$ cat src/common/plec_map.svh
// constants for the parity, lock and system-error control block
`ifndef PLEC_MAP_SVH
`define PLEC_MAP_SVH

// lock tracker state codes (one-hot)
`define PLEC_LK_OPEN_CODE    2'h1
`define PLEC_LK_HELD_CODE    2'h2

// reset values of the registered outputs
`define PLEC_PAR_RST         1'h0
`define PLEC_PAR_OE_RST      1'h0
`define PLEC_NMI_RST         1'h0
`define PLEC_SYNC_RST        2'h0

// field positions of the parity source word {cbe, ad}
`define PLEC_AD_LSB          0
`define PLEC_AD_MSB          31
`define PLEC_CBE_LSB         32
`define PLEC_CBE_MSB         35

// timing: parity trails its phase by this many bus clocks
`define PLEC_PAR_DELAY_CLK   1
// reset release passes this many flip-flops
`define PLEC_RST_SYNC_STAGES 2

`endif

$ cat src/common/plec_pkg.sv
// types shared by the parity, lock and system-error control block
`default_nettype none
package plec_pkg;
`include "plec_map.svh"

   // lock tracker states, one-hot
   typedef enum logic [1:0] {
      PLEC_LK_OPEN = `PLEC_LK_OPEN_CODE,
      PLEC_LK_HELD = `PLEC_LK_HELD_CODE
   } plec_lock_t;

   // parity source width: 32 address/data lines plus 4 command lines
   typedef logic [`PLEC_CBE_MSB:`PLEC_AD_LSB] plec_par_src_t;

endpackage : plec_pkg
`default_nettype wire

$ cat src/common/plec_par_if.sv
// carrier between the control top and its parity generator
`timescale 1ns/1ps
`default_nettype none
interface plec_par_if;
   import plec_pkg::*;
   logic          srst_n;   // synchronised reset, active low
   plec_par_src_t src;      // {cbe_n, ad} as seen on the bus
   logic          drive;    // we own this phase, parity due next clock
   logic          par;      // registered even parity
   logic          par_en;   // registered drive request for the pin

   modport core (output srst_n, output src, output drive,
                 input par, input par_en);
   modport gen  (input srst_n, input src, input drive,
                 output par, output par_en);
endinterface : plec_par_if
`default_nettype wire

$ cat src/logic/plec_par.sv
// delayed even parity generator for the bus parity pin
`timescale 1ns/1ps
`default_nettype none
`include "plec_map.svh"
module plec_par (
   // clock
   input  wire logic clk,
   // carrier to the control top
   plec_par_if.gen   pif
);
   import plec_pkg::*;

   logic par_q;
   logic par_d;
   logic en_q;
   logic en_d;

   // even parity: the pin plus all 36 lines holds an even count of ones
   always_comb begin
      par_d = ^pif.src;                          // see RQ1
      en_d  = pif.drive;                         // see RQ2 see RQ3
      if (!pif.srst_n) begin
         par_d = `PLEC_PAR_RST;
         en_d  = `PLEC_PAR_OE_RST;               // see RQ13
      end
   end

   // one register stage gives the one-clock lag
   always_ff @(posedge clk) begin
      par_q <= par_d;
      en_q  <= en_d;
   end

   assign pif.par    = par_q;
   assign pif.par_en = en_q;
endmodule // plec_par
`default_nettype wire

$ cat src/logic/plec_sync.sv
// reset release synchroniser: asynchronous assert, clocked release
`timescale 1ns/1ps
`default_nettype none
`include "plec_map.svh"
module plec_sync (
   // clock and raw reset pin
   input  wire logic clk,
   input  wire logic arst_n,
   // synchronised reset
   output logic      srst_n
);
   import plec_pkg::*;

   logic [`PLEC_RST_SYNC_STAGES-1:0] stage_q;
   logic [`PLEC_RST_SYNC_STAGES-1:0] stage_d;

   // shift a one in; only the last stage is read outside
   always_comb begin
      stage_d = {stage_q[`PLEC_RST_SYNC_STAGES-2:0], 1'b1};
   end

   // assertion clears at once, so state cannot run on a half-reset bus
   always_ff @(posedge clk or negedge arst_n) begin
      if (!arst_n) begin
         stage_q <= `PLEC_SYNC_RST;
      end else begin
         stage_q <= stage_d;
      end
   end

   assign srst_n = stage_q[`PLEC_RST_SYNC_STAGES-1];
endmodule // plec_sync
`default_nettype wire

$ cat src/logic/plec_top.sv
// parity, bus lock and system-error control for the bus side of a bridge
//
// How it works
// RQ1: parity is even over the 32 address/data and 4 command lines.
// RQ2: our own address phases get parity one clock later.
// RQ3: data parity driven one clock late only for our writes or target reads.
// RQ4: any agent may pulse the system-error line active.
// RQ5: a sampled active system-error line raises an NMI request.
// RQ6: the lock line is an input only, never driven.
// RQ7: addressed as target with lock negated in address phase: become locked.
// RQ8: stay locked until lock and frame are both seen negated together.
// RQ9: while locked, other masters' accesses end with target retry.
// RQ10: every bus signal is sampled on the rising clock edge.
// RQ11: logic must work with a 25 or 33 MHz bus clock.
// RQ12: bus reset puts every tri-state output into high impedance.
// RQ13: bus reset returns every register to its default.
// RQ14: bus reset may assert or negate asynchronously to the clock.
// RQ15: reset source holds reset over 1us and negates it cleanly.
// RQ16: reset release is synchronised before the state machines run.
`timescale 1ns/1ps
`default_nettype none
`include "plec_map.svh"
module plec_top (
   // bus clock and bus reset pin
   input  wire logic                clk,
   input  wire logic                bus_reset_n,
   // bus pins, sampled on the rising edge
   input  wire logic [31:0]         ad_in,
   input  wire logic [3:0]          cbe_in_n,
   input  wire logic                frame_n,
   input  wire logic                bus_lock_in_n,
   input  wire logic                serr_n,
   // parity pin, output with enable
   output logic                     par_out,
   output logic                     par_oe,
   // phase flags from the bridge's bus state machine
   input  wire logic                mst_addr_phase,
   input  wire logic                mst_write_data,
   input  wire logic                tgt_read_data,
   input  wire logic                tgt_addr_hit,
   // answers to the bridge and the processor
   output logic                     tgt_retry,
   output logic                     locked,
   output logic                     nmi_req
);
   import plec_pkg::*;

   plec_par_if pif ();

   logic       srst_n;
   plec_lock_t lock_q;
   plec_lock_t lock_d;
   logic       nmi_q;
   logic       nmi_d;
   logic       lock_hit;
   logic       lock_free;

   // ------------------------------------------------------------------
   // reset: raw pin only gates the enables, state uses the clean release
   // ------------------------------------------------------------------
   plec_sync u_sync (
      .clk    (clk),
      .arst_n (bus_reset_n),                     // see RQ14
      .srst_n (srst_n)                           // see RQ16
   );

   // ------------------------------------------------------------------
   // parity: all inputs are bus-synchronous and taken on the rising edge,
   // so no extra stages are added; the one-stage lag keeps the figure
   // independent of clock rate, which is why 25 and 33 MHz both work
   // ------------------------------------------------------------------
   assign pif.srst_n = srst_n;
   assign pif.src    = {cbe_in_n, ad_in};        // see RQ1 see RQ10
   // own address phase, write data as initiator or read data as target; else hands off
   assign pif.drive  = mst_addr_phase            // see RQ2
                     | mst_write_data            // see RQ3
                     | tgt_read_data;            // see RQ3 see RQ11

   plec_par u_par (
      .clk (clk),
      .pif (pif.gen)
   );

   // raw pin gating releases the pin at once, not at the next clock edge
   always_comb begin
      par_out = pif.par;
      par_oe  = pif.par_en & bus_reset_n;        // see RQ12
   end

   // ------------------------------------------------------------------
   // lock tracking; the lock line has no output path at all (see RQ6)
   // ------------------------------------------------------------------
   // an access that finds lock negated in its address phase opens a lock
   assign lock_hit  = tgt_addr_hit & bus_lock_in_n;   // see RQ7
   // lock and frame both idle in one sample ends it
   assign lock_free = bus_lock_in_n & frame_n;        // see RQ8

   // next lock state; set and clear cannot meet since set is tested only in OPEN and clear only in HELD
   always_comb begin
      lock_d = lock_q;
      unique case (lock_q)
         PLEC_LK_OPEN: begin
            if (lock_hit) begin
               lock_d = PLEC_LK_HELD;            // see RQ7
            end
         end
         PLEC_LK_HELD: begin
            if (lock_free) begin
               lock_d = PLEC_LK_OPEN;            // see RQ8
            end
         end
         default: begin
            lock_d = PLEC_LK_OPEN;               // upset codes recover
         end
      endcase
      if (!srst_n) begin
         lock_d = PLEC_LK_OPEN;                  // see RQ13
      end
   end

   // lock state register
   always_ff @(posedge clk) begin
      lock_q <= lock_d;
   end

   assign locked = (lock_q == PLEC_LK_HELD);

   // the owner re-enters with lock negated; anyone else finds it asserted
   always_comb begin
      tgt_retry = locked & tgt_addr_hit & ~bus_lock_in_n; // see RQ9
   end

   // ------------------------------------------------------------------
   // system error: every sampled active clock gives one NMI request cycle;
   // the processor side latches it, so no stretch is kept here (see RQ4)
   // ------------------------------------------------------------------
   always_comb begin
      nmi_d = ~serr_n;                           // see RQ5
      if (!srst_n) begin
         nmi_d = `PLEC_NMI_RST;                  // see RQ13
      end
   end

   // request register
   always_ff @(posedge clk) begin
      nmi_q <= nmi_d;
   end

   assign nmi_req = nmi_q;
endmodule // plec_top
`default_nettype wire

$ cat config.mk
export PLATFORM = sky130hd
export DESIGN_NAME = plec_top
export DESIGN_NICKNAME = d
export VERILOG_FILES = /design/src/common/plec_pkg.sv /design/src/common/plec_par_if.sv /design/src/logic/plec_par.sv /design/src/logic/plec_sync.sv /design/src/logic/plec_top.sv
export VERILOG_INCLUDE_DIRS = /design/src /design/src/common
export SDC_FILE = /design/constraint.sdc
export NUM_CORES = 1
export LEC_CHECK = 0
export BUFFER_PORTS_ARGS = -buffer_cell sky130_fd_sc_hd__buf_2
export CAP_MARGIN = 0
export CELL_PAD_IN_SITES_DETAIL_PLACEMENT = 0
export CELL_PAD_IN_SITES_GLOBAL_PLACEMENT = 1
export CORE_ASPECT_RATIO = 1.25
export CORE_MARGIN = 2
export CORE_UTILIZATION = 25
export DETAILED_ROUTE_END_ITERATION = 8
export PLACE_DENSITY_LB_ADDON = 0.1
export SLEW_MARGIN = 20
export SYNTH_ARGS = -nofsm -noshare
export SYNTH_HDL_FRONTEND = slang
export SYNTH_HIERARCHICAL = 1
export SYNTH_SLANG_ARGS = --single-unit
$ cat constraint.sdc
create_clock -name clk -period 1.1 [get_ports clk]
set_clock_uncertainty 0.15 [all_clocks]
set_input_delay 0.055 -clock clk [delete_from_list [all_inputs] [get_ports clk]]
set_output_delay 0.055 -clock clk [all_outputs]
set_load 0.01 [all_outputs]
**Word level (Yosys, flattened, before mapping)**

Cells that the tools add are included.

- Register bits: 7
- Logic and storage cells: 23
- Output and inout bits: 5
- Input port bits: 45

- Bitwise gates (word level): 9
- Equality and inequality tests: 4
- Reduce and logical (&&, ||, !) cells: 2
- Muxes and demuxes: 3

Operators with widths:

| operator | number |
|---|---|
| parity 36 bit | 1 |
| bitwise AND 1 bit | 5 |
| two-way mux 2 bit | 2 |
| case mux 2 bit (2 select lines) | 1 |
| equality test 2 x 1 -> 1 bit (second input constant) | 1 |
| equality test 2 bit (second input constant) | 1 |
| != test 2 x 1 -> 1 bit (second input constant) | 1 |
| != test 2 bit (second input constant) | 1 |
| inverter 1 bit | 2 |
| OR 1 bit | 2 |
| AND reduction 2 bit | 1 |

**Longest topological paths before layout**

- Word-level depth: 3
- Gate-level depth with buffers: 5

**By module**

The synthesis kept the hierarchy.

Modules (own cells, without submodules):

| module | cells each | times used | area an instance (µm²) |
|---|---|---|---|
| plec_par | 39 | 1 | 377.9 |
| plec_top | 12 | 1 | 136.4 |
| plec_sync | 3 | 1 | 53.8 |

**Least setup slack after synthesis**

No wires, ideal clock.

- Path type: input to register
- Start point: input port ad_in[30]
- End point: register u_par.par_q, in the netlist u_par/pif.par
- Setup slack: -248 ps
- Setup time: 72 ps
- Data arrival time: 1,126 ps
- Stages: 5
- Cells stage by stage: xor2_1 -> xnor2_1 -> xnor3_1 -> or2_2 -> mux2i_1

- Cells in the longest elaborated chain, start to end: 1

Ends and longest elaborated chain:

| what | line | RTL |
|---|---|---|
| start: declaration | plec_top.sv:28 | `input wire logic [31:0] ad_in,` |
| parity 36 bit | plec_par.sv:20 | `par_d = ^pif.src;` |
| end signal: assignment | plec_par.sv:30 | `par_q <= par_d;` |
| end: declaration | plec_par.sv:13 | `logic par_q;` |

Every way passes these cells.
A chain may end at the register's enable or synchronous reset.

**Worst setup path after layout**

- Start point: input port ad_in[13]
- End point: register u_par.par_q, in the netlist u_par/pif.par

The elaborated chain is that of the path after synthesis.

==> metrics.txt <==
fin worst setup slack=-0.108 ns; Tot GR Track Use=9.98%; WL/cell=8.90 um; hold wc startpoint=tgt_read_data; Slew Viols, Final=0; FMAX=0.828 GHz; warnings from Yosys=6; reg2reg end=lock_q[1]; RR Startpoint=lock_q[1]; Post-Syn Instances=54; Hold WS=-0.0660 ns; DP HPWL=1020 um; initial antenna violation count=0; ANT nets after route=0; post-synth design cell area=568 um^2; Final Cycle Share=110%; flops & latches, synth=7; Die ar.=2670 um^2; Clock Sinks=7; via count=559; hold endpoint=u_par/pif.par_en; # DRC=0; Area Overhead vs Synth=90.7%; largest net degree at the start of global routing=6; clock period minus worst slack=1.21 ns; top post-synthesis cells by area=xnor2_1 (40%), dfxtp_1 (18%), dfrtp_1 (8.8%), xnor3_1 (7.9%), xor2_1 (6.2%); reg2reg setup slack=0.05 ns; Gate power share=53.2%; pwr dens=1040 nW/um^2; Max H-tree Level=1; ys flop type=dfxtp_1; max-cap violations=0; Hold-fix buffers, CTS=5; DR pass1 iterations=7; Post-synth EDFFs=0; synth cell count leaders=xnor2_1 (26), dfxtp_1 (5), xor2_1 (4); Initial Utilization=26.0%; hold path depth=3; Core Region=2190 um^2; CP peak stage delay=0.42 ns; Worst EP arrival=1.20 ns; post-synth cell types=19; Pleak=0.000528 uW; Post-Route WL=1290 um; CTS buffer count=3; Yosys top cell by area=xnor2_1; failing checks=hold timing, setup timing; top-area cell type share of the netlist area=40.1%; Cell Chain, Critical Path=buf_2, xnor2_1, xnor2_1, xnor2_1, xnor3_1, mux2i_1; clock slew at reported path FFs=0.05 ns; cell row count=19; met1 wire length=444 um; syn_nets=99; met3 WL=90 um; total grt overflow=0; unrepaired setup endpoints after global routing=true; CTS tree=built; crit path kind=in -> reg; placed cells=135; Hold WC Path Type=in -> reg; status=finished with violations; Non-Filler Instances=145; Top Layer Used=met3; maximum VDD drop=0.689 mV; internal power component=818 uW; Seq/Total Area, Yosys=26.4%; share of post-route cells with drive strength above 1=61.4%; post-layout power=1130 uW; IO Count=50; die width=46.6 um; pre-CTS WS=-0.385 ns; top-count cell post-synth=xnor2_1; Filler cells=221; first-pass GRT wire length=1990 um; Worst Path Required=1.09 ns; Worst setup EP type=flop; CP most frequent cell=xnor2_1; Post-Route Setup TNS=-0.186 ns; nets@finish=160; ant diodes=0; die height=57.3 um; Max FO, Critical Path=1; FF-to-FF path depth=3; routability congestion estimate=0.561; share of power burned in registers=25.8%; slowest CP cell=xnor3_1; number of global-route vias before repair=573; IO buf count=49; Max clock buf depth=2; clock root cell=clkbuf_4; Clk pwr share=21.1%; Clock Latency Late Sink=0.25 ns; syn_area_per_cell=10.5 um^2; final number of hold-violating endpoints=1; initial DRC count=3; DR vias/cell=3.86; final setup vio count=2; asr flop ratio synth=28.6%; metal2 WL=755 um; CP Launch Type=primary input; Net Sw Frac=27.4%; Net Sw Power=309 uW
[routing by layer]
metal  vias to the layer above  track usage (%)
li1                        289                -
met1                       248             9.07
met2                        22             20.0
met3                         0            0.949
met4                         0             4.76
met5                         -                0
[stage by stage]
step | util [%] | cell area (um^2)
final | 49.5 | 1080
after global placement | 41.5 | 907
after detailed placement | 41.5 | 907
after CTS | 46.2 | 1010
after floorplan | - | 616
after global routing | 49.5 | 1080
[power by group through the flow]
stage	logic [uW]	registers, uW	clock network, uW
6_report	599	291	237
5_1_grt	652	294	263
4_1_cts	566	291	252
3_5_place_dp	538	296	0
3_3_place_gp	533	294	0
2_1_floorplan	381	305	0
[layout by cell type (no fill, tap or decap), drive strengths merged, types with 2 or more instances in the layout]
cell / count
dfxtp: 5
nor2b: 2
buf: 51
dlygate4sd3: 5
clkbuf: 4
xnor2: 26
xor2: 4
dfrtp: 2
and2: 2
xnor3: 2
[critical path: cells and delay by family]
| kind | cells | cell delay [ns] |
|---|---|---|
| xor+xnor | 4 | 0.92 |
| mux | 1 | 0.12 |
| buf+inv | 1 | 0.11 |
[layout make-up]
class | count | area, um^2 | area share [%]
Clock buffer | 4 | 26.3 | 2.42
Sequential cell | 7 | 151 | 14.0
Multi-Input combinational cell | 46 | 522 | 48.2
Tap cell | 31 | 38.8 | 3.58
Inverter | 1 | 3.75 | 0.346
Timing Repair Buffer | 56 | 342 | 31.5
[state kept, by name, indices dropped and copies added, names as in the netlist]
register and flops:
lock_q 2, nmi_req 1, u_par/pif.par 1, u_par/pif.par_en 1
u_sync/stage_q 2
[how the worst max path moves through the flow]
stage,from,endpoint,cells after the start
after detailed placement,ad_in[20],u_par/pif.par,6
after floorplan,ad_in[16],u_par/pif.par,5
after global routing,ad_in[13],u_par/pif.par,6
final,ad_in[13],u_par/pif.par,6
after CTS,lock_q[1],tgt_retry,3
after global placement,ad_in[20],u_par/pif.par,6
[kinds of logic after synthesis]
| group | Yosys count | share of synthesized area [%] |
|---|---|---|
| simple gates | 9 | 12.1 |
| buf+inv | 1 | 0.660 |
| other cells | 1 | 0.660 |
| compound gates | 3 | 4.18 |
| mux | 1 | 1.76 |
| flops | 7 | 26.4 |
| xor+xnor | 32 | 54.2 |
[repair_timing]
action                                  4_1_cts  5_1_grt
cloned                                        0        0
gates resized for setup                       5        9
endpoints found under the hold margin         6        1
endpoints found under the setup margin        2        3
setup buffers                                 0        1
pin swaps                                     4        6
Power figures use the tool's default switching activity.
